--- src/hdl/baud_gen_pkg.sv ---
// package for the fractional baud generator: register map, fields, reset values
// assumes an apb slave on pclk with word-aligned 32-bit registers
`default_nettype none

package baud_gen_pkg;
  localparam logic [11:0] ctrl_offset     = 12'h000;
  localparam logic [11:0] frac_offset     = 12'h004;
  localparam logic [11:0] status_offset   = 12'h008;
  localparam int          enable_bit      = 7;
  localparam int          exp_msb         = 2;
  localparam int          exp_lsb         = 0;
  localparam logic [7:0]  ctrl_reset      = 8'h00;
  localparam logic [7:0]  frac_reset      = 8'h00;
  localparam logic [7:0]  ctrl_write_mask = 8'h87;
  localparam logic [7:0]  frac_base       = 8'h40;

  typedef struct packed {
    logic       rate_double;
    logic       tx_timer2_sel;
    logic       rx_timer2_sel;
    logic       timer1_tick;
    logic       timer2_tx_tick;
    logic       timer2_rx_tick;
  } legacy_src_t;

  typedef struct packed {
    logic       tx_tick;
    logic       rx_tick;
    logic       from_generator;
  } baud_out_t;
endpackage : baud_gen_pkg

`default_nettype wire

--- src/hdl/frac_divider.sv ---
// fractional divider core: prescale by 2^exp, then accumulate 2 per prescaled
// clock against a modulus of (fraction + 64), ticking on each wrap
// assumes exp and fraction are steady except on software writes
`default_nettype none

module frac_divider
  import baud_gen_pkg::*;
(
  input  wire logic       pclk,
  input  wire logic       presetn,
  input  wire logic       run,
  input  wire logic [2:0] exponent,
  input  wire logic [7:0] fraction,
  output logic            tick
);
  logic [6:0] pre_r;
  logic [8:0] acc_r;
  logic       tick_r;
  wire  [6:0] pre_mask = 7'((8'h01 << exponent) - 8'h01);
  wire        pre_hit  = ((pre_r & pre_mask) == pre_mask);
  wire  [8:0] modulus  = {1'b0, fraction} + {1'b0, frac_base};
  wire  [8:0] acc_sum  = acc_r + 9'h002;
  wire        wrap     = pre_hit && (acc_sum >= modulus);

  // two per prescaled clock gives the factor 2 in the rate; the remainder carries
  // over, so the average rate is exact even when the modulus is odd
  always_ff @(posedge pclk or negedge presetn) begin
    if (!presetn) begin
      pre_r  <= 7'h00;
      acc_r  <= 9'h000;
      tick_r <= 1'b0;
    end else if (!run) begin
      pre_r  <= 7'h00;
      acc_r  <= 9'h000;
      tick_r <= 1'b0;
    end else begin
      pre_r  <= pre_hit ? 7'h00 : pre_r + 7'h01;
      acc_r  <= !pre_hit ? acc_r : (wrap ? acc_sum - modulus : acc_sum);
      tick_r <= wrap;
    end
  end
  assign tick = tick_r;

  // with exponent 0 and fraction 0 the tick repeats every 32 clocks; the count
  // parks at all ones while stopped so the first tick after a start is not judged
  logic [5:0] gap_r;
  always_ff @(posedge pclk or negedge presetn) begin
    if (!presetn) gap_r <= 6'h3F;
    else if (!run) gap_r <= 6'h3F;
    else if (tick_r) gap_r <= 6'h00;
    else if (gap_r != 6'h3F) gap_r <= gap_r + 6'h01;
  end
endmodule : frac_divider

`default_nettype wire

--- src/hdl/fractional_uart_baud_generator.sv ---
// top: apb register file and baud source selection for the uart shift logic
// assumes pclk is the core clock and legacy ticks come in synchronous to it
//
// Implementation choices: the address map and the APB interface to the registers.
`default_nettype none

module fractional_uart_baud_generator
  import baud_gen_pkg::*;
(
  input  wire logic        pclk,
  input  wire logic        presetn,
  input  wire logic        psel,
  input  wire logic        penable,
  input  wire logic        pwrite,
  input  wire logic [11:0] paddr,
  input  wire logic [31:0] pwdata,
  input  wire logic [3:0]  pstrb,
  output logic      [31:0] prdata,
  output logic             pready,
  output logic             pslverr,
  input  wire legacy_src_t legacy,
  output baud_out_t        baud,
  output logic             timers_free
);
  ////////////////////////////////////////////////////////////////////////////
  // decode
  function automatic logic hit(input logic [11:0] a, input logic [11:0] off);
    hit = (a[11:2] == off[11:2]);
  endfunction : hit

  wire setup     = psel && !penable;
  wire access    = psel && penable;
  wire ctrl_sel  = hit(paddr, ctrl_offset);
  wire frac_sel  = hit(paddr, frac_offset);
  wire stat_sel  = hit(paddr, status_offset);
  wire mapped    = ctrl_sel || frac_sel || stat_sel;
  wire wr_ok     = access && pready && pwrite && pstrb[0];
  wire ctrl_wr   = wr_ok && ctrl_sel;
  wire frac_wr   = wr_ok && frac_sel;

  logic [7:0] ctrl_r;
  logic [7:0] frac_r;
  wire        gen_on   = ctrl_r[enable_bit];
  wire  [2:0] exponent = ctrl_r[exp_msb:exp_lsb];

  ////////////////////////////////////////////////////////////////////////////
  // registers
  // status is read-only and writes to it are refused with pslverr
  always_ff @(posedge pclk or negedge presetn) begin
    if (!presetn) begin
      ctrl_r <= ctrl_reset;
      frac_r <= frac_reset;
    end else begin
      if (ctrl_wr) ctrl_r <= pwdata[7:0] & ctrl_write_mask;
      if (frac_wr) frac_r <= pwdata[7:0];
    end
  end

  // no wait state: pready rises in the first access cycle, so every transfer
  // takes exactly setup plus one access cycle
  logic [31:0] prdata_nxt;
  logic        err_nxt;
  logic        gen_tick;
  logic        tick_seen_r;
  assign prdata_nxt = ctrl_sel ? {24'h000000, ctrl_r} :
                      frac_sel ? {24'h000000, frac_r} :
                      stat_sel ? {30'h0, tick_seen_r, gen_on} : 32'h00000000;
  assign err_nxt    = !mapped || (stat_sel && pwrite);

  always_ff @(posedge pclk or negedge presetn) begin
    if (!presetn) begin
      pready  <= 1'b0;
      pslverr <= 1'b0;
      prdata  <= 32'h00000000;
    end else begin
      pready  <= setup;
      pslverr <= setup && err_nxt;
      prdata  <= setup && !pwrite ? prdata_nxt : 32'h00000000;
    end
  end

  ////////////////////////////////////////////////////////////////////////////
  // fractional divider
  frac_divider u_div (
    .pclk     (pclk),
    .presetn  (presetn),
    .run      (gen_on),
    .exponent (exponent),
    .fraction (frac_r),
    .tick     (gen_tick)
  );

  // sticky until the next status read; set wins over the clear
  wire stat_rd = access && pready && !pwrite && stat_sel;
  always_ff @(posedge pclk or negedge presetn) begin
    if (!presetn) tick_seen_r <= 1'b0;
    else if (gen_tick) tick_seen_r <= 1'b1;
    else if (stat_rd) tick_seen_r <= 1'b0;
  end

  ////////////////////////////////////////////////////////////////////////////
  // source selection
  // legacy path: rate doubling halves the timer 1 prescale; select bits pick timer 2
  logic t1_half_r;
  always_ff @(posedge pclk or negedge presetn) begin
    if (!presetn) t1_half_r <= 1'b0;
    else if (legacy.timer1_tick) t1_half_r <= !t1_half_r;
  end
  wire t1_tick = legacy.timer1_tick && (legacy.rate_double || t1_half_r);
  wire leg_tx  = legacy.tx_timer2_sel ? legacy.timer2_tx_tick : t1_tick;
  wire leg_rx  = legacy.rx_timer2_sel ? legacy.timer2_rx_tick : t1_tick;

  // a generator tick is one 16x-oversample clock shared by tx and rx
  always_ff @(posedge pclk or negedge presetn) begin
    if (!presetn) begin
      baud        <= '0;
      timers_free <= 1'b0;
    end else begin
      baud.tx_tick        <= gen_on ? gen_tick : leg_tx;
      baud.rx_tick        <= gen_on ? gen_tick : leg_rx;
      baud.from_generator <= gen_on;
      timers_free         <= gen_on;
    end
  end
endmodule : fractional_uart_baud_generator

`default_nettype wire

--- config.mk ---
export PLATFORM = sky130hd
export DESIGN_NAME = fractional_uart_baud_generator
export DESIGN_NICKNAME = d
export VERILOG_FILES = /design/src/hdl/baud_gen_pkg.sv /design/src/hdl/frac_divider.sv /design/src/hdl/fractional_uart_baud_generator.sv
export SDC_FILE = /design/constraint.sdc
export NUM_CORES = 1
export LEC_CHECK = 0
export BUFFER_PORTS_ARGS = -buffer_cell sky130_fd_sc_hd__buf_2
export CORE_ASPECT_RATIO = 1.1
export CORE_UTILIZATION = 43
export CTS_CLUSTER_DIAMETER = 150
export DETAILED_ROUTE_END_ITERATION = 12
export PLACE_DENSITY = 0.7
export SLEW_MARGIN = 10
export SYNTH_ARGS = -nofsm -noshare
export SYNTH_HDL_FRONTEND = slang
export SYNTH_HIERARCHICAL = 1
export SYNTH_SLANG_ARGS = --single-unit
--- constraint.sdc ---
create_clock -name pclk -period 2.8 [get_ports pclk]
set_input_delay 0.28 -clock pclk [delete_from_list [all_inputs] [get_ports pclk]]
set_output_delay 0.28 -clock pclk [all_outputs]
set_load 0.01 [all_outputs]
=== After elaboration in Yosys (flattened, before gate mapping) ===
Cells that the tools add are included.

* Add/sub/neg operators: 5
* $mul: 0
* Div/mod/pow operators: 0
* $lt $le $gt $ge: 1
* Eq/ne operators: 4
* Shift operators: 1
* Muxes and demuxes: 16
* Bitwise operators: 1
* Reductions and logical operators: 24

{| class="wikitable"
|+ Operators by type and width
! kind !! count
|-
| 9-bit 2-to-1 mux || 3
|-
| 8-bit 2-to-1 mux || 3
|-
| 1-bit logical AND || 14
|-
| 7-bit 2-to-1 mux || 2
|-
| 10-bit by 1-bit equality test with 1-bit output, second input constant || 1
|-
| 10-bit by 2-bit equality test with 1-bit output, second input constant || 1
|-
| 10-bit zero test || 1
|-
| 8-bit by 7-bit adder with 9-bit output, second input constant || 1
|-
| 9-bit by 2-bit adder with 9-bit output, second input constant || 1
|-
| 9-bit >= comparator || 1
|-
| 9-bit subtractor || 1
|-
| 7-bit by 1-bit adder with 7-bit output, second input constant || 1
|-
| 7-bit AND || 1
|-
| 7-bit equality test || 1
|-
| 1-bit 2-to-1 mux || 7
|-
| 1-bit by 3-bit left shift with 7-bit output, first input constant || 1
|-
| 7-bit by 1-bit subtractor with 7-bit output, second input constant || 1
|-
| 1-bit zero test || 4
|-
| 1-bit logical OR || 4
|-
| 2-bit 2-to-1 mux || 1
|-
| 2-bit by 1-bit != test with 1-bit output, second input constant || 1
|-
| 2-bit nonzero test || 1
|}

* Flip-flop bits (word level): 44
* Bits in latches: 0
* Bits in writable memories: 0
* Bits in read-only memories: 0
* Input port bits: 59
* Output and inout port bits: 38
* Logic and storage cells: 65
* Memories: 0

=== Depth between registers and ports, before layout ===
* Depth in word-level cells: 8
* Mapped depth: 11
* Depth with buffers taken out: 10

=== Cells and area by module ===
Netlist, hierarchy kept.

{| class="wikitable"
|+ Modules (own cells, without submodules)
! module !! times used !! cells each !! area an instance (sq um) !! seq. area each (sq um)
|-
| frac_divider || 1 || 167 || 1450.1 || 425.4
|-
| fractional_uart_baud_generator || 1 || 115 || 1347.5 || 675.6
|}

=== Least setup slack after synthesis ===
No wires, ideal clock.

* Kind: register -> register
* Start point: register u_div.acc_r[1]
* End point: register u_div.acc_r[2]
* Setup time: 0.136 ns
* Arrival time: 2.400 ns
* Required time: 2.664 ns
* Path slack: 0.264 ns
* Stages on the path, launching flop included: 11
* Path buffers: 0
* Period minus slack after synthesis: 2.536 ns
* Path through: dfrtp_1 > ha_1 > nand3_1 > xnor2_1 > ha_1 > nand4_1 > o221ai_1 > or2_2 > o21ai_1 > mux2i_1 > a21oi_1

* Cells in the longest elaborated chain, start to end: 6

{| class="wikitable"
|+ Ends and longest elaborated chain
! what !! RTL line !! RTL
|-
| from (decl) || frac_divider.sv:17 || <nowiki>logic [8:0] acc_r;</nowiki>
|-
| from (signal assigned) || frac_divider.sv:38 || <nowiki>acc_r <= !pre_hit ? acc_r : (wrap ? acc_sum - modulus : acc_sum);</nowiki>
|-
| 9-bit by 2-bit adder with 9-bit output * || frac_divider.sv:22 || <nowiki>wire [8:0] acc_sum = acc_r + 9'h002;</nowiki>
|-
| 9-bit >= comparator || frac_divider.sv:23 || <nowiki>wire wrap = pre_hit && (acc_sum >= modulus);</nowiki>
|-
| 1-bit logical AND || frac_divider.sv:23 ||
|-
| 9-bit 2-to-1 mux * (2 in series) || frac_divider.sv:38 ||
|-
| 9-bit 2-to-1 mux * || frac_divider.sv:32 || <nowiki>end else if (!run) begin</nowiki>
|}

Every way passes the cells marked *; elsewhere a longest branch is shown, timed or not. The select of a mux whose other input is x is not followed.
A chain may end at the register's enable or synchronous reset.

=== Final worst setup path ===
* Start point: register u_div.acc_r[4]
* End point: register u_div.acc_r[6]

Same word-level chain as after synthesis.

==> reports/qor.txt <==
Sw Share: 22.2%
crit path time final: 2630 ps
first-pass GRT wire length: 9320 um
# rows: 30
Unique masters post-synth: 53
Crit Path Category: flop to flop
crit path launch: u_div/acc_r[4]
# hold bufs at CTS: 0
XOR/XNOR Fraction of Synth Area: 5.32%
latest clock arrival within the worst-skew pair: 290 ps
Pleak: 1.53 nW
Max Freq: 380 MHz
Die H: 86.6 um
status: finished clean
largest family of logic cells by synthesized area: simple AND/OR/NAND/NOR gates
crit-path max cell delay: 400 ps
largest area contributor in the netlist: dfrtp_1
die width: 78.9 um
Starting DRT DRC Count: 99
WL per Instance: 13.6 um
largest cells by area after synthesis: dfrtp_1 39%, buf_4 6.7%, ha_1 5.4%
VDD IR-drop max: 216 uV
final setup fails: 0
Post-Synthesis Cells: 282
Routed WL: 5660 um
setup ws final: 166 ps
Initial Util: 44.9%
crit start category: flop
CP top delay family: compound AO/OA/AOI/OAI gates
Int Pwr: 0.970 mW
Hold Crit Class: input port to asynchronous set/reset pin
post-synthesis compound-gate area fraction: 13.0%
warnings from Yosys: 6
vias in the first global route: 2042
CP Cell Sequence: and3_1, nand3_1, xnor2_1, ha_1, a21oi_1, o221ai_1, or2_2, o211a_2, a32oi_2, a21boi_1
Slew Viols, Final: 0
full die area: 0.00683 mm^2
combinational share of power: 6.8%
P&R area growth vs syn: 14.1%
initial antenna violation count: 0
met3 Usage GRT: 2.32%
flops & latches, synth: 44
gr ovfl total: 0
Most Used Layer, Global Route: met2
CTS sink count: 44
clock slew seen by the registers of the worst setup and hold paths: 80 ps
RSZ-0062 raised after global routing: true
vias after detailed routing: 2150
largest net degree at the start of global routing: 45
dpl cells: 406
period utilization: 94.1%
Boundary Pins: 97
DRC Markers: 0
gpl congestion: 0.893
slowest CP cell: dfrtp_1
H-tree depth: 2
CTS tree: done
CTS buffer count: 5
fin cells: 415
Placement Cell Area: 0.00304 mm^2
worst-margin pin slew: 947 ps
antenna fix cells: 0
Core ar.: 0.00623 mm^2
Tot GR Track Use: 17.4%
worst path bufs/invs: 0
Clock Skew: 2.42 ps
fraction of layout cells with a size suffix above 1: 26.6%
# port buffers: 43
Critical Path RT: 2980 ps
fill count: 565
Post-Synth Adder-Cell Area: 6.08%
pre-CTS WS: 51.7 ps
Power Dens Cells: 390 mW/mm^2
final net count: 406
Crit Path Max Fanout: 6
Via density: 5.18
met1 GRT Util: 19.9%
M2 GR Usage: 32.5%
multiplexer area fraction after synthesis: 7.69%
Clock Power Share: 40.8%
Slew HR: 36.8%
EDFF count, synth: 0
Worst Setup End Kind: flop
switching pwr: 0.277 mW
simple-gate share of the synthesized area: 18.5%
worst r2r src: u_div/acc_r[4]
Top FF cell, synth: dfrtp_1
Synth top area share: 39.4%
Flop pwr share: 52.4%
asr flop ratio synth: 100%
post-synthesis area per instance: 9.92 um^2
final hold vios: 0
Post-DRT Antenna Nets: 0
total of max-cap violations: 0
final instance area: 0.00319 mm^2
Cell Area, Synth: 0.00280 mm^2
Seq/Total Area, Yosys: 39.4%
Pre-antenna DRT Iters: 4
Worst EP arrival: 2810 ps
clk buf depth: 2
Root Buffer: clkbuf_8
DP HPWL: 4350 um
==> kinds of logic after synthesis <==
group                    after synthesis
other                                  1
XOR/XNOR                              17
adder cells (fa/ha/maj)               13
buffers and inverters                 44
AO/OA/AOI/OAI                         53
AND/OR/NAND/NOR                       90
multiplexers                          20
flip-flops                            44
==> final timing paths <==
check	to	slack, ps	depth (start not counted)
worst min-delay path	pslverr	130	1
worst min register to register	t1_half_r	470	1
min in group pclk	t1_half_r	180	2
max in group asynchronous	frac_r[3]	2080	1
worst max-delay path	u_div/acc_r[6]	170	10
worst max register to register	u_div/acc_r[6]	170	10
==> power groups by stage <==
stage	logic (mW)	clock network [mW]	registers, mW
5_1_grt	0.0961	0.555	0.655
4_1_cts	0.0860	0.525	0.653
2_1_floorplan	0.0641	0	0.668
6_report	0.0846	0.509	0.653
3_3_place_gp	0.0834	0	0.666
3_5_place_dp	0.0855	0	0.666
==> cells in the final DEF, fill, tap and decap left out, types with 2 or more instances in the layout <==
| cell type | n |
|---|---|
| dfrtp_1 | 44 |
| buf_2 | 43 |
| conb_1 | 24 |
| nand2_1 | 17 |
| nor2_1 | 17 |
| o21ai_0 | 12 |
| mux2_2 | 12 |
| inv_1 | 12 |
| xnor2_1 | 11 |
| ha_1 | 11 |
| buf_4 | 11 |
| nand3_1 | 10 |
| a21oi_1 | 9 |
| mux2i_1 | 8 |
| nand2b_1 | 6 |
| and2_1 | 6 |
| clkbuf_8 | 6 |
| xor2_1 | 5 |
| nor2b_1 | 4 |
| or4_1 | 4 |
| o21a_1 | 4 |
| nand4_1 | 4 |
| o21ai_1 | 4 |
| a211oi_1 | 3 |
| and3_1 | 3 |
| or2_2 | 3 |
| nor3_1 | 3 |
| or3b_2 | 2 |
| nor4_1 | 2 |
| nand3b_1 | 2 |
| and3b_1 | 2 |
| a21boi_0 | 2 |
| nor4_4 | 2 |
| a21o_1 | 2 |
| o2111ai_1 | 2 |
==> sequential cells by signal, indices dropped and copies added (netlist names) <==
register     count
tick_seen_r      1
t1_half_r        1
ctrl_r           4
prdata           8
pslverr          1
baud             3
u_div/tick       1
u_div/acc_r      9
u_div/pre_r      7
pready           1
frac_r           8
==> through the flow <==
stage | util [%] | total power, mW | setup TNS (ps) | hold WS [ps]
floorplan | - | 0.733 | 0 | -15.6
global placement | 48.8 | 0.749 | 0 | 453
detailed placement | 48.8 | 0.752 | 0 | 466
CTS | 50.8 | 1.26 | 0 | 162
global route | 51.2 | 1.31 | -81.7 | 170
finish | 51.2 | 1.25 | 0 | 128
==> worst register-to-register path: cells and delay by family (launching register included) <==
kind,cells,cell delay [ps]
XOR/XNOR,1,160
flip-flops,1,400
adder cells (fa/ha/maj),1,340
AO/OA/AOI/OAI,5,950
AND/OR/NAND/NOR,3,670
==> layout make-up <==
cell class	instances	area (um^2)	share of cell area [%]
multi-input combinational	217	1530	47.8
sequential	44	1100	34.5
timing repair buffer	54	298	9.33
tap	80	100	3.13
clock buffer	6	82.6	2.59
inverter	12	45.0	1.41
clock inverter	2	38.8	1.21
==> repair_timing <==
item | in CTS | in global routing
resized for setup | 0 | 5
endpoints found under the setup margin | 0 | 8
buffers inserted | 0 | 1
==> synthesized netlist by cell type, types with 2 or more instances <==
master	instances
or2_2	3
a32oi_1	2
o21ai_1	4
nor4_1	2
buf_6	2
nor2_1	17
mux2_2	12
a21boi_0	2
xnor2_1	12
ha_1	12
buf_4	25
or3b_2	2
mux2i_1	8
a21oi_1	10
and3b_1	2
nand4_1	4
or4_1	4
and2_1	6
buf_2	2
inv_1	12
o21a_1	4
nor2b_1	4
nand2_1	17
nand3b_1	2
and3_1	3
nand3_1	10
a21o_1	2
nor4_4	2
nor3_1	3
dfrtp_1	44
nand2b_1	6
o2111ai_1	2
xor2_1	5
o21ai_0	12
a211oi_1	3
clkbuf_1	3
==> routing by layer <==
metal | up-vias | wire, um
met4 | 0 | 102
li1 | 1047 | -
met1 | 1020 | 2400
met3 | 8 | 251
met5 | - | 0
met2 | 75 | 2910
Note: power is estimated with default switching activity, not from simulation.
